<file path="src/pplb_pkg.sv">
// constants for the port latch and pull-up bank: register indices,
// implemented-bit masks and reset values.
// assumes an apb master with 32-bit data; each byte register sits in the
// low byte of one aligned word at byte address four times its index.
package pplb_pkg;

	localparam int PPLB_NSLOT = 10;
	localparam int PPLB_AW    = 18;

	// printed offsets are register indices, byte address is four times them
	localparam logic [15:0] PPLB_IDX_PORT0  = 16'hff00;
	localparam logic [15:0] PPLB_IDX_PORT1  = 16'hff01;
	localparam logic [15:0] PPLB_IDX_PORT2  = 16'hff02;
	localparam logic [15:0] PPLB_IDX_PORT3  = 16'hff03;
	localparam logic [15:0] PPLB_IDX_PORT4  = 16'hff04;
	localparam logic [15:0] PPLB_IDX_PORT5  = 16'hff05;
	localparam logic [15:0] PPLB_IDX_PORT6  = 16'hff06;
	localparam logic [15:0] PPLB_IDX_PORT7  = 16'hff07;
	localparam logic [15:0] PPLB_IDX_PORT12 = 16'hff0c;
	localparam logic [15:0] PPLB_IDX_PORT13 = 16'hff0d;
	localparam logic [15:0] PPLB_IDX_PORT14 = 16'hff0e;
	localparam logic [15:0] PPLB_IDX_PULL0  = 16'hff30;
	localparam logic [15:0] PPLB_IDX_PULL1  = 16'hff31;
	localparam logic [15:0] PPLB_IDX_PULL3  = 16'hff33;
	localparam logic [15:0] PPLB_IDX_PULL4  = 16'hff34;
	localparam logic [15:0] PPLB_IDX_PULL5  = 16'hff35;
	localparam logic [15:0] PPLB_IDX_PULL6  = 16'hff36;
	localparam logic [15:0] PPLB_IDX_PULL7  = 16'hff37;
	localparam logic [15:0] PPLB_IDX_PULL12 = 16'hff3c;
	localparam logic [15:0] PPLB_IDX_PULL14 = 16'hff3e;
	localparam logic [15:0] PPLB_IDX_NONE   = 16'h0000;

	// slot order, lowest first: ports 0,1,3,4,5,6,7,12,13,14
	localparam logic [PPLB_NSLOT-1:0][15:0] PPLB_DATA_IDX = {
		PPLB_IDX_PORT14, PPLB_IDX_PORT13, PPLB_IDX_PORT12,
		PPLB_IDX_PORT7, PPLB_IDX_PORT6, PPLB_IDX_PORT5,
		PPLB_IDX_PORT4, PPLB_IDX_PORT3, PPLB_IDX_PORT1,
		PPLB_IDX_PORT0};
	localparam logic [PPLB_NSLOT-1:0][15:0] PPLB_PULL_IDX = {
		PPLB_IDX_PULL14, PPLB_IDX_NONE, PPLB_IDX_PULL12,
		PPLB_IDX_PULL7, PPLB_IDX_PULL6, PPLB_IDX_PULL5,
		PPLB_IDX_PULL4, PPLB_IDX_PULL3, PPLB_IDX_PULL1,
		PPLB_IDX_PULL0};
	// port 13 has no pull-select register
	localparam logic [PPLB_NSLOT-1:0] PPLB_PULL_VALID = 10'h2ff;

	localparam logic [PPLB_NSLOT-1:0][7:0] PPLB_DATA_MASK = {
		8'h3f, 8'h01, 8'h01, 8'hff, 8'hff,
		8'hff, 8'hff, 8'h0f, 8'hff, 8'h7f};
	localparam logic [PPLB_NSLOT-1:0][7:0] PPLB_PULL_MASK = {
		8'h3f, 8'h00, 8'h01, 8'hff, 8'hf0,
		8'hff, 8'hff, 8'h0f, 8'hff, 8'h7f};

	localparam logic [7:0]  PPLB_LATCH_RESET = 8'h00;
	localparam logic [7:0]  PPLB_PULL_RESET  = 8'h00;
	localparam logic [23:0] PPLB_RDATA_PAD   = 24'h00_0000;
	localparam logic [31:0] PPLB_RDATA_RESET = 32'h0000_0000;

endpackage

</file>
<file path="src/pplb_port_bank.sv">
// one port: output latch, pull-select register, buffer and pull-up enables.
// assumes writes arrive as one-cycle enables from the bus slave.
`timescale 1ns/1ps

module pplb_port_bank
	import pplb_pkg::*;
#(
	parameter logic [7:0] DATA_MASK = 8'hff,
	parameter logic [7:0] PULL_MASK = 8'hff
) (
	input  wire logic       pclk,
	input  wire logic       presetn,
	input  wire logic       wr_data_en,
	input  wire logic       wr_pull_en,
	input  wire logic [7:0] wdata,
	input  wire logic [7:0] direction,
	input  wire logic [7:0] alt_out,
	input  wire logic [7:0] pin_in,
	output logic      [7:0] latch,
	output logic      [7:0] pull_sel,
	output wire logic [7:0] rd_data,
	output logic      [7:0] pin_oe,
	output logic      [7:0] pullup_en
);

	////////////////////////////////////////////////////////////////////////
	// per bit: input pins read the pin, output pins read the latch
	assign rd_data = ((pin_in & direction) | (latch & ~direction))
		& DATA_MASK;

	// the latch loads whatever the pin mode, so software can preset a value
	// before turning a pin to output
	always_ff @(posedge pclk or negedge presetn) begin
		if (!presetn) begin
			latch <= PPLB_LATCH_RESET;
		end else if (wr_data_en) begin
			latch <= wdata & DATA_MASK;
		end
	end

	always_ff @(posedge pclk or negedge presetn) begin
		if (!presetn) begin
			pull_sel <= PPLB_PULL_RESET;
		end else if (wr_pull_en) begin
			pull_sel <= wdata & PULL_MASK;
		end
	end

	// enables are registered so the pads see glitch-free levels
	always_ff @(posedge pclk or negedge presetn) begin
		if (!presetn) begin
			pin_oe    <= PPLB_LATCH_RESET;
			pullup_en <= PPLB_PULL_RESET;
		end else begin
			pin_oe    <= ~direction & DATA_MASK;
			pullup_en <= pull_sel & direction & ~alt_out;
		end
	end

	////////////////////////////////////////////////////////////////////////
	a_latch_write: assert property (@(posedge pclk) disable iff (!presetn)
		wr_data_en |=> latch == ($past(wdata) & DATA_MASK))
		else $error("latch did not take the written byte");
	a_latch_hold: assert property (@(posedge pclk) disable iff (!presetn)
		!wr_data_en |=> $stable(latch))
		else $error("latch changed without a write");
	// the edge that releases reset still loads reset values into the
	// enables, so each check starts one edge later
	a_pull_gate: assert property (@(posedge pclk) disable iff (!presetn)
		presetn |=> pullup_en == ($past(pull_sel) & $past(direction)
			& ~$past(alt_out)))
		else $error("pull-up enable does not follow select and mode");
	a_pull_off_out: assert property (@(posedge pclk) disable iff (!presetn)
		presetn |=> (pullup_en & ~$past(direction)) == 8'h00)
		else $error("pull-up on for an output pin");
	a_oe_follow: assert property (@(posedge pclk) disable iff (!presetn)
		presetn |=> pin_oe == (~$past(direction) & DATA_MASK))
		else $error("output enable does not follow direction");
	a_unused_zero: assert property (@(posedge pclk) disable iff (!presetn)
		((latch & ~DATA_MASK) == 8'h00) && ((pull_sel & ~PULL_MASK) == 8'h00))
		else $error("unimplemented bit set");

endmodule

</file>
<file path="src/pplb_top.sv">
// apb slave for the port latches, pull-select registers and port 2 input.
// assumes pin inputs are synchronous to pclk and direction and alternate
// output bits come from the port mode logic outside this block.
`timescale 1ns/1ps

module pplb_top
	import pplb_pkg::*;
(
	input  wire logic                          pclk,
	input  wire logic                          presetn,
	input  wire logic                          psel,
	input  wire logic                          penable,
	input  wire logic                          pwrite,
	input  wire logic [PPLB_AW-1:0]            paddr,
	input  wire logic [31:0]                   pwdata,
	input  wire logic [3:0]                    pstrb,
	output logic      [31:0]                   prdata,
	output logic                               pready,
	output logic                               pslverr,
	input  wire logic [PPLB_NSLOT-1:0][7:0]    pin_direction_bit,
	input  wire logic [PPLB_NSLOT-1:0][7:0]    alt_out_active,
	input  wire logic [PPLB_NSLOT-1:0][7:0]    pin_in,
	input  wire logic [7:0]                    port2_input_level,
	output wire logic [PPLB_NSLOT-1:0][7:0]    pin_out,
	output wire logic [PPLB_NSLOT-1:0][7:0]    pin_oe,
	output wire logic [PPLB_NSLOT-1:0][7:0]    pullup_en
);

	////////////////////////////////////////////////////////////////////////
	// decode: the access phase takes two cycles, pready comes from a flop
	wire logic [15:0] reg_idx     = paddr[PPLB_AW-1:2];
	wire logic        acc_first   = psel & penable & ~pready;
	wire logic        acc_done    = psel & penable & pready;
	// only the low byte lane carries register data
	wire logic        wr_commit   = acc_done & pwrite & pstrb[0];
	wire logic        p2_hit      = reg_idx == PPLB_IDX_PORT2;

	wire logic [PPLB_NSLOT-1:0]      data_hit;
	wire logic [PPLB_NSLOT-1:0]      pull_hit;
	wire logic [PPLB_NSLOT-1:0][7:0] bank_rd;
	wire logic [PPLB_NSLOT-1:0][7:0] bank_pull;
	wire logic [PPLB_NSLOT:0][7:0]   rd_chain;

	assign rd_chain[0] = p2_hit ? port2_input_level : 8'h00;

	genvar i;
	generate
		for (i = 0; i < PPLB_NSLOT; i++) begin : g_slot
			assign data_hit[i] = reg_idx == PPLB_DATA_IDX[i];
			assign pull_hit[i] = PPLB_PULL_VALID[i]
				& (reg_idx == PPLB_PULL_IDX[i]);
			assign rd_chain[i+1] = rd_chain[i]
				| (data_hit[i] ? bank_rd[i] : 8'h00)
				| (pull_hit[i] ? bank_pull[i] : 8'h00);

			pplb_port_bank #(
				.DATA_MASK (PPLB_DATA_MASK[i]),
				.PULL_MASK (PPLB_PULL_MASK[i])
			) u_bank (
				.pclk       (pclk),
				.presetn    (presetn),
				.wr_data_en (wr_commit & data_hit[i]),
				.wr_pull_en (wr_commit & pull_hit[i]),
				.wdata      (pwdata[7:0]),
				.direction  (pin_direction_bit[i]),
				.alt_out    (alt_out_active[i]),
				.pin_in     (pin_in[i]),
				.latch      (pin_out[i]),
				.pull_sel   (bank_pull[i]),
				.rd_data    (bank_rd[i]),
				.pin_oe     (pin_oe[i]),
				.pullup_en  (pullup_en[i])
			);
		end
	endgenerate

	wire logic        any_hit    = p2_hit | (|data_hit) | (|pull_hit);
	wire logic [31:0] next_rdata = {PPLB_RDATA_PAD, rd_chain[PPLB_NSLOT]};

	////////////////////////////////////////////////////////////////////////
	// read data is captured in the first access cycle, so it stands stable
	// while pready is high; writes to the read-only port 2 are dropped
	always_ff @(posedge pclk or negedge presetn) begin
		if (!presetn) begin
			pready  <= 1'b0;
			pslverr <= 1'b0;
			prdata  <= PPLB_RDATA_RESET;
		end else begin
			pready  <= acc_first;
			pslverr <= acc_first & ~any_hit;
			if (acc_first) begin
				prdata <= pwrite ? PPLB_RDATA_RESET : next_rdata;
			end
		end
	end

	////////////////////////////////////////////////////////////////////////
	a_ready_pulse: assert property (@(posedge pclk) disable iff (!presetn)
		acc_first |=> pready ##1 !pready)
		else $error("pready is not a one-cycle answer");
	a_read_value: assert property (@(posedge pclk) disable iff (!presetn)
		(acc_first && !pwrite && data_hit[0])
		|=> prdata[7:0] == $past(bank_rd[0]))
		else $error("port 0 read data wrong");
	a_unmapped_err: assert property (@(posedge pclk) disable iff (!presetn)
		(acc_first && !any_hit)
		|=> pslverr && (prdata == PPLB_RDATA_RESET))
		else $error("unmapped access not flagged");
	a_strb_gate: assert property (@(posedge pclk) disable iff (!presetn)
		(acc_done && pwrite && !pstrb[0]) |=> $stable(pin_out))
		else $error("latch written without a low byte strobe");
	a_p2_read: assert property (@(posedge pclk) disable iff (!presetn)
		(acc_first && !pwrite && p2_hit)
		|=> prdata == {PPLB_RDATA_PAD, $past(port2_input_level)})
		else $error("port 2 read does not return the pin levels");

endmodule

</file>
<file path="config.mk">
export PLATFORM = sky130hd
export DESIGN_NAME = pplb_top
export DESIGN_NICKNAME = d
export VERILOG_FILES = /design/src/pplb_pkg.sv /design/src/pplb_port_bank.sv /design/src/pplb_top.sv
export SDC_FILE = /design/constraint.sdc
export NUM_CORES = 1
export LEC_CHECK = 0
export ABC_AREA = 1
export BUFFER_PORTS_ARGS = -buffer_cell sky130_fd_sc_hd__buf_4
export CORE_AREA = 2 2 224 226
export CTS_CLUSTER_DIAMETER = 150
export DETAILED_ROUTE_END_ITERATION = 8
export DIE_AREA = 0 0 226 228
export PLACE_DENSITY_LB_ADDON = 0.15
export SYNTH_ARGS = -nofsm -noshare
export SYNTH_HDL_FRONTEND = slang
export SYNTH_SLANG_ARGS = --single-unit
export TNS_END_PERCENT = 100
</file>
<file path="constraint.sdc">
create_clock -name pclk -period 2.8 [get_ports pclk]
set_input_delay 0.14 -clock pclk [delete_from_list [all_inputs] [get_ports pclk]]
set_output_delay 0.14 -clock pclk [all_outputs]
set_load 0.02 [all_outputs]
</file>
## Word level (Yosys, flattened, before mapping)

Index checks and enable logic that the tools add are counted.

- Bitwise logic cells: 115
- Mux-type cells: 21
- Eq/ne operators: 20
- Reduce and logical (&&, ||, !) cells: 2

Operators by type and width:

| kind | number |
|---|---|
| 16-bit == test, second input constant | 20 |
| 8-bit bitwise AND | 24 |
| 8-bit bitwise OR | 15 |
| 8-bit inverter | 14 |
| 8-bit two-way mux | 12 |
| 1-bit bitwise AND | 29 |
| 8-bit by 1-bit bitwise OR with 8-bit output | 3 |
| 8-bit by 4-bit bitwise OR with 8-bit output | 2 |
| 8-bit by 6-bit bitwise OR with 8-bit output | 2 |
| 8-bit by 7-bit bitwise OR with 8-bit output | 2 |
| 7-bit bitwise AND | 2 |
| 7-bit two-way mux | 2 |
| 6-bit bitwise AND | 2 |
| 6-bit two-way mux | 2 |
| 10-bit OR reduction | 1 |
| 9-bit OR reduction | 1 |
| 1-bit by 8-bit bitwise AND with 8-bit output | 1 |
| 4-bit bitwise AND | 2 |
| 4-bit by 8-bit bitwise AND with 8-bit output | 1 |
| 6-bit by 8-bit bitwise AND with 8-bit output | 1 |
| 7-bit by 8-bit bitwise AND with 8-bit output | 1 |
| 4-bit two-way mux | 2 |
| 7-bit inverter | 1 |
| 7-bit bitwise OR | 1 |
| other kinds (7) | 15 |

- Register bits: 278
- Output and inout port bits: 274
- Logic and storage cells: 199
- Input port bits: 307

## Longest topological paths before layout

Gate-level depths: netlist of the first run.

- Depth in word-level cells: 24
- Depth in mapped cells: 13
- Gate-level depth less buffers: 12

## Cells and area by module

From an unflattened synthesis of the first run, not the netlist that was laid out.

- Cells, all modules: 1606
- Area total of the unflattened synthesis: 11984.0 um2

By module, submodules not included:

| module | cells an instance | times used | area an instance (um2) | seq. area each (um2) |
|---|---|---|---|---|
| pplb_port_bank at g_slot[1].u_bank ... | 132 | 4 | 1191.1 | 800.8 |
| pplb_top | 546 | 1 | 2678.8 | 250.2 |
| pplb_port_bank at g_slot[0].u_bank | 122 | 1 | 1087.3 | 700.7 |
| pplb_port_bank at g_slot[5].u_bank | 112 | 1 | 968.4 | 600.6 |
| pplb_port_bank at g_slot[9].u_bank | 109 | 1 | 957.2 | 600.6 |
| pplb_port_bank at g_slot[2].u_bank | 87 | 1 | 742.0 | 400.4 |
| pplb_port_bank at g_slot[7].u_bank | 54 | 1 | 419.2 | 100.1 |
| pplb_port_bank at g_slot[8].u_bank | 48 | 1 | 366.6 | 50.0 |

## Least setup slack after synthesis of the first run

Ideal clock, no wire load.

- Path kind: flip-flop to flip-flop
- Start: reg pready
- End: reg g_slot[9].u_bank.latch[1]
- Path slack: 1.231 ns
- Stages on the path, launching flop included: 10
- Arrival: 1.437 ns
- Data required time: 2.669 ns
- Setup time: 0.131 ns
- Period minus slack after synthesis: 1.569 ns
- Path buffers: 3
- Path through: dfrtp_1 -> inv_1 -> nor2_1 -> and3_1 -> buf_4 -> buf_4 -> nand4_1 -> buf_2 -> nand2_1 -> o21ai_1

- Word-level cells in the longest chain between the ends: 4

RTL lines:

| item | RTL line | RTL |
|---|---|---|
| from (decl) | pplb_top.sv:18 | `output logic pready,` |
| from (signal assigned) | pplb_top.sv:89 | `pready <= acc_first;` |
| 1-bit bitwise AND | pplb_top.sv:33 | `wire logic acc_done = psel & penable & pready;` |
| 1-bit bitwise AND (2 in a row) | pplb_top.sv:35 | `wire logic wr_commit = acc_done & pwrite & pstrb[0];` |
| 1-bit bitwise AND | pplb_top.sv:62 | `.wr_data_en (wr_commit & data_hit[i]),` |
| to (signal assigned) | pplb_port_bank.sv:37 | `latch <= wdata & DATA_MASK;` |
| to (decl) | pplb_port_bank.sv:19 | `output logic [7:0] latch,` |

Every way passes these cells.
A chain may end at the register's enable or synchronous reset.

## Worst setup path after layout of the first run

- Start: in penable
- End: reg prdata[0]

- Word-level cells in the longest chain between the ends: 2

RTL lines:

| item | RTL line | RTL |
|---|---|---|
| from (decl) | pplb_top.sv:12 | `input wire logic penable,` |
| 1-bit bitwise AND (2 in a row) | pplb_top.sv:32 | `wire logic acc_first = psel & penable & ~pready;` |
| via acc_first | pplb_top.sv:32 |  |
| to (signal assigned) | pplb_top.sv:92 | `prdata <= pwrite ? PPLB_RDATA_RESET : next_rdata;` |
| to (decl) | pplb_top.sv:17 | `output logic [31:0] prdata,` |

The timed path passes the listed nets, and every way through them passes these cells.

==> flow_metrics.tcl, run 1 <==
set metrics [dict create \
    io_buffers 391 \
    grt_pass1_vias 10600 \
    rows 82 \
    drive_gt1_frac 0.259 \
    core_mm2 0.0493 \
    initial_core_util 0.219 \
    die_area_mm2 0.0515 \
    fmax_ghz 0.452 \
    fin_skew_ns 0.0182 \
    crit_path_start "penable" \
    die_h_um 228 \
    ys.flop_type "dfrtp_1" \
    grt_pass1_wl_um 68100 \
    outcome "finished, final reports clean" \
    dp_cells 2338 \
    holdPathEnd "prdata[0]" \
    rsz0062_at_grt "false" \
    vias 10300 \
    globalRouteOverflowTotal 0 \
    hold_ws_ns 0.0532 \
    setup_tns_ns 0 \
    insertion_delay_ns 0.57 \
    final_core_util 0.342 \
    synthTopCellsByArea "dfrtp_1 55%, nand2_1 15%, buf_4 7.0%" \
    ys_async_sr_fraction 1.00 \
    startpoint_type "primary input" \
    grt_max_degree 94 \
    ant_nets 0 \
    synth-seq-area-share 0.547 \
    fin_cells 2565 \
    synth_area_per_cell_um2 8.32 \
    htreeDepth 1 \
    ir_drop_mv 0.392 \
    slew_headroom 0.304 \
    hp-class "in -> reg" \
    cp.arrival_ns 2.72 \
    drt-initial-drc-count 563 \
    gp_congestion 0.815 \
    synth_top_area_share 0.547 \
    hold_start "port2_input_level[0]" \
    drv_slew 0 \
    r2r-end "g_slot[9].u_bank.latch[4]" \
    cts_tree "built" \
    drc 0 \
    p_leak_nw 8.87 \
    cts-root-buf "clkbuf_16" \
    antenna_found_initial 1 \
    yosysTopAreaCell "dfrtp_1" \
    clkSinkCount 236 \
    drv_cap 0 \
    finalCritPeriodShare 0.791 \
    area_delta_synth_final_pct 56.3 \
    required_ns 3.31 \
    setup_viol 0 \
    worst_slew_pin_slew_ns 1.04 \
    syn_area_mm2 0.0108 \
    io_pins 581 \
    reg2regPathDepth 7 \
    crit_path_max_fanout 9 \
    dpl_worst_slack_ns 0.725 \
    final_net_count 2175 \
    hold_path_depth 7 \
    r2r_setup_slack_ns 0.92 \
    dpl.hpwl_um 35500 \
    die_w_um 226 \
    clock_path_buffers 3 \
    clk_pin_slew_ns 0.06 \
    drtPass1Iterations 5 \
    synth_edf_count 0 \
    n_fill_cell 5206 \
    endpoint_kind "flip-flop" \
    finalCriticalPeriod_ns 2.21 \
    synth.distinct_cells 29 \
    r2r_start "pready" \
    timing.final.ws_setup_ns 0.586 \
    p_per_area_mw_per_mm2 491 \
    grt_usage 0.180 \
    vias_per_cell 4.03 \
    ys_seq_elements 236 \
    criticalPathCategory "in -> reg" \
    yosysWarningCount 0 \
    syn-instance-count 1297 \
    wl_um 47000 \
    avgRoutedWirePerCell_um 18.3 \
    cts-buffers-inserted 31 \
    hold_viol 0 \
]
==> worst max-delay path by stage <==
stage	endpoint	slack, ns
detailed placement	g_slot[9].u_bank.latch[4]	0.72
global route	prdata[0]	0.48
global placement	g_slot[1].u_bank.latch[2]	0.75
finish	prdata[0]	0.59
floorplan	g_slot[9].u_bank.latch[1]	1.23
CTS	prdata[0]	0.58
==> flip-flops by register name, summed over array words and instances, names as in the netlist <==
name / cells
g_slot.u_bank.latch: 59
g_slot.u_bank.pin_oe: 59
g_slot.u_bank.pull_sel: 54
g_slot.u_bank.pullup_en: 54
prdata: 8
pready: 1
pslverr: 1
==> per-stage QoR <==
stage	total power (W)	instance area, µm²
global route	0.00863	16900
global placement	0.00433	14200
detailed placement	0.00434	14200
floorplan	0.00391	11100
finish	0.00827	16900
CTS	0.00845	16900
==> where the power goes <==
group / switching [W] / leakage [nW] / total, W / internal (W)
clock: 0.00158 / 0.485 / 0.00388 / 0.00230
sequential: 0.0000138 / 3.16 / 0.00347 / 0.00346
combinational: 0.000524 / 5.22 / 0.000921 / 0.000397
total: 0.00212 / 8.87 / 0.00827 / 0.00616
==> routing by layer <==
layer  part of all wire  vias to the layer above  global-route usage
met5                  0                        -                   0
met4              0.023                        0              0.0397
met3              0.055                       53              0.0353
met2               0.49                      331               0.313
met1               0.43                     4899               0.230
li1                   -                     5060                   -
==> cell usage in the layout (no fill, tap or decap), types with 2 or more instances in the layout <==
cell	netlist	layout
nand2_1	441	441
buf_4	100	401
dfrtp_1	236	236
dlygate4sd3_1	0	169
nand3_1	116	116
nor2_1	98	98
inv_1	92	92
conb_1	1	92
o21ai_1	75	75
o21ai_0	46	46
clkbuf_16	0	31
nor2_2	11	11
nor3_1	9	9
clkbuf_1	11	9
inv_2	8	8
nand4_1	8	8
clkbuf_8	0	7
clkinv_2	0	7
nor3_2	6	6
nand2_2	4	4
nand3_2	4	4
buf_12	0	4
mux2i_1	3	3
nor2_4	2	2
clkinv_1	2	2
clkinvlp_4	0	2
==> worst max-delay path, stage by stage <==
cell	delay [ns]
dlygate4sd3_1	0.53
buf_4	0.10
nand2_1	0.06
dlygate4sd3_1	0.58
nor2_1	0.10
buf_4	0.14
clkinv_1	0.24
nor2_1	0.51
inv_1	0.08
o21bai_1	0.17
nand2_1	0.06
==> layout make-up <==
| type | count | area (µm²) | area share |
|---|---|---|---|
| repair buffers | 575 | 4800 | 0.284 |
| well taps | 672 | 841 | 0.0499 |
| multi-input cells | 922 | 3950 | 0.234 |
| diodes | 1 | 2.50 | 0.000148 |
| clock buffers | 47 | 906 | 0.0537 |
| flip-flops and latches | 236 | 5910 | 0.350 |
| clock inverters | 10 | 80.1 | 0.00475 |
| inverters | 102 | 383 | 0.0227 |
==> Yosys cell counts (3+ instances only) <==
master / n
buf_2: 15
buf_4: 100
clkbuf_1: 11
dfrtp_1: 236
inv_1: 92
inv_2: 8
mux2i_1: 3
nand2_1: 441
nand2_2: 4
nand3_1: 116
nand3_2: 4
nand4_1: 8
nor2_1: 98
nor2_2: 11
nor3_1: 9
nor3_2: 6
o21ai_0: 46
o21ai_1: 75
==> logic make-up (layout without fill, tap and decap cells) <==
kind of cell / after synthesis / after routing / synth area share
AOI/OAI and AO/OA: 124 / 124 / 0.0583
buffers and inverters: 230 / 734 / 0.118
DFF: 236 / 236 / 0.547
muxes: 3 / 3 / 0.00278
other: 1 / 93 / 0.000348
and+or+nand+nor: 703 / 703 / 0.273
==> what timing repair did <==
item	CTS	global route
hold buffers	169	0
setup buffers	0	0
endpoints found under the hold margin	209	0
resized for setup	0	0
setup endpoints to repair	0	0
Note: power is estimated with default switching activity, not from simulation.
==> inputs of run 2 (changes only) <==
CORE_AREA = 2 2 228 230   (was 2 2 224 226)
DIE_AREA = 0 0 230 232   (was 0 0 226 228)
clock period = 1.8 ns   (was 2.8 ns; I/O delays follow)
==> flow_metrics.tcl, run 2 (synthesized netlist as in run 1, its figures left out) <==
set metrics [dict create \
    outcome "finished, final reports clean" \
    grt_max_degree 51 \
    multi_input_area_mm2 0.00396 \
    reg.largest.list "g_slot.u_bank.latch (59), g_slot.u_bank.pin_oe (59)" \
    clk_pin_slew_ns 0.06 \
    drive_gt1_frac 0.269 \
    setup_tns_ns 0 \
    slew_headroom 0.602 \
    fin_skew_ns 0.0106 \
    p_per_area_mw_per_mm2 751 \
    hold_viol 0 \
    clkSinkCount 236 \
    htreeDepth 1 \
    required_ns 2.23 \
    ir_drop_mv 0.723 \
    fmax_ghz 0.624 \
    globalRouteOverflowTotal 0 \
    antenna_found_initial 0 \
    die_h_um 232 \
    cts_tree "built" \
    rows 83 \
    grt_usage 0.176 \
    finalCriticalPeriod_ns 1.60 \
    final_net_count 2205 \
    drv_slew 0 \
    clock_path_buffers 3 \
    finalCritPeriodShare 0.891 \
    ant_nets 0 \
    cp.arrival_ns 2.03 \
    initial_core_util 0.212 \
    mostFrequentLayoutCells "439 x nand2_1, 423 x buf_4, 236 x dfrtp_1" \
    rsz0062_at_grt "false" \
    met2_length_um 23500 \
    die_w_um 230 \
    gp_congestion 0.836 \
    r2r_setup_slack_ns 0.20 \
    layout_commonest_cell "nand2_1" \
    ff_latch_area_mm2 0.00591 \
    insertion_delay_ns 0.57 \
    startpoint_type "flip-flop" \
    vias_per_cell 4.02 \
    top_layer_used "met4" \
    antennaDiodeCount 0 \
    cts-root-buf "clkbuf_16" \
    die_area_mm2 0.0534 \
    routedLengthMet1_um 20700 \
    worst_slew_pin_slew_ns 0.596 \
    setup_viol 0 \
    avgRoutedWirePerCell_um 18.5 \
    drt-initial-drc-count 564 \
    grt_pass1_wl_um 69100 \
    io_buffers 391 \
    dpl.hpwl_um 36600 \
    routed-wl-met3_um 2790 \
    grt_pass1_vias 10700 \
    final_core_util 0.338 \
    io_pins 581 \
    crit_path_max_fanout 19 \
    area_delta_synth_final_pct 59.3 \
    drc 0 \
    endpoint_kind "flip-flop" \
    n_fill_cell 5402 \
    cts-buffers-inserted 30 \
    vias 10400 \
    drv_cap 0 \
    hold_ws_ns 0.0341 \
    wl_um 48100 \
    core_mm2 0.0509 \
    p_leak_nw 9.04 \
    hp-class "in -> reg" \
    drtPass1Iterations 5 \
    criticalPathCategory "reg -> reg" \
]
run 2: cell type report:
cell class / instances / area share
clock inverters: 6 / 0.00342
flip-flops and latches: 236 / 0.344
repair buffers: 606 / 0.296
inverters: 102 / 0.0223
well taps: 680 / 0.0495
clock buffers: 48 / 0.0541
multi-input cells: 922 / 0.231
run 2: stage by stage:
step / setup slack, ns / area (µm²) / std cells / power [W]
finish: 0.197 / 17200 / 2600 / 0.0129
global route: 0.00537 / 17200 / 2600 / 0.0135
CTS: 0.139 / 17200 / 2600 / 0.0132
detailed placement: 0.0443 / 14400 / 2372 / 0.00678
global placement: 0.108 / 14400 / 2372 / 0.00677
floorplan: 0.231 / 11100 / 1388 / 0.00608
run 2: what timing repair did:
action | CTS | global route
endpoints found under the hold margin | 359 | 0
hold buffers | 174 | 0
gates resized for setup | 0 | 3
endpoints found under the setup margin | 0 | 9
setup buffers | 0 | 0
run 2: path summary, 6_finish.rpt:
kind | startpoint | depth (start not counted) | end
max | pready | 7 | g_slot[0].u_bank.latch[4]
min | pwdata[2] | 3 | g_slot[0].u_bank.latch[2]
max reg2reg | pready | 7 | g_slot[0].u_bank.latch[4]
min reg2reg | prdata[3] | 2 | prdata[3]
max in group asynchronous | presetn | 3 | g_slot[6].u_bank.latch[4]
min in group asynchronous | presetn | 2 | g_slot[3].u_bank.pullup_en[3]
run 2: routing by layer:
layer,vias to the layer above,track usage
met3,53,0.0328
met1,4924,0.224
met2,348,0.307
li1,5118,-
met4,0,0.0448
met5,-,0
run 2: report_power, final:
group	switching [W]	internal (W)
Clock	0.00240	0.00364
Sequential	0.0000209	0.00538
Combinational	0.000831	0.000645
run 2: worst max-delay path, stage by stage (launching register included):
cell and delay, ns:
dfrtp_1 0.40, inv_1 0.05, nor2_1 0.08, and3_1 0.20, buf_12 0.18, nand3_2 0.29, nand2_1 0.15, o21ai_0 0.09
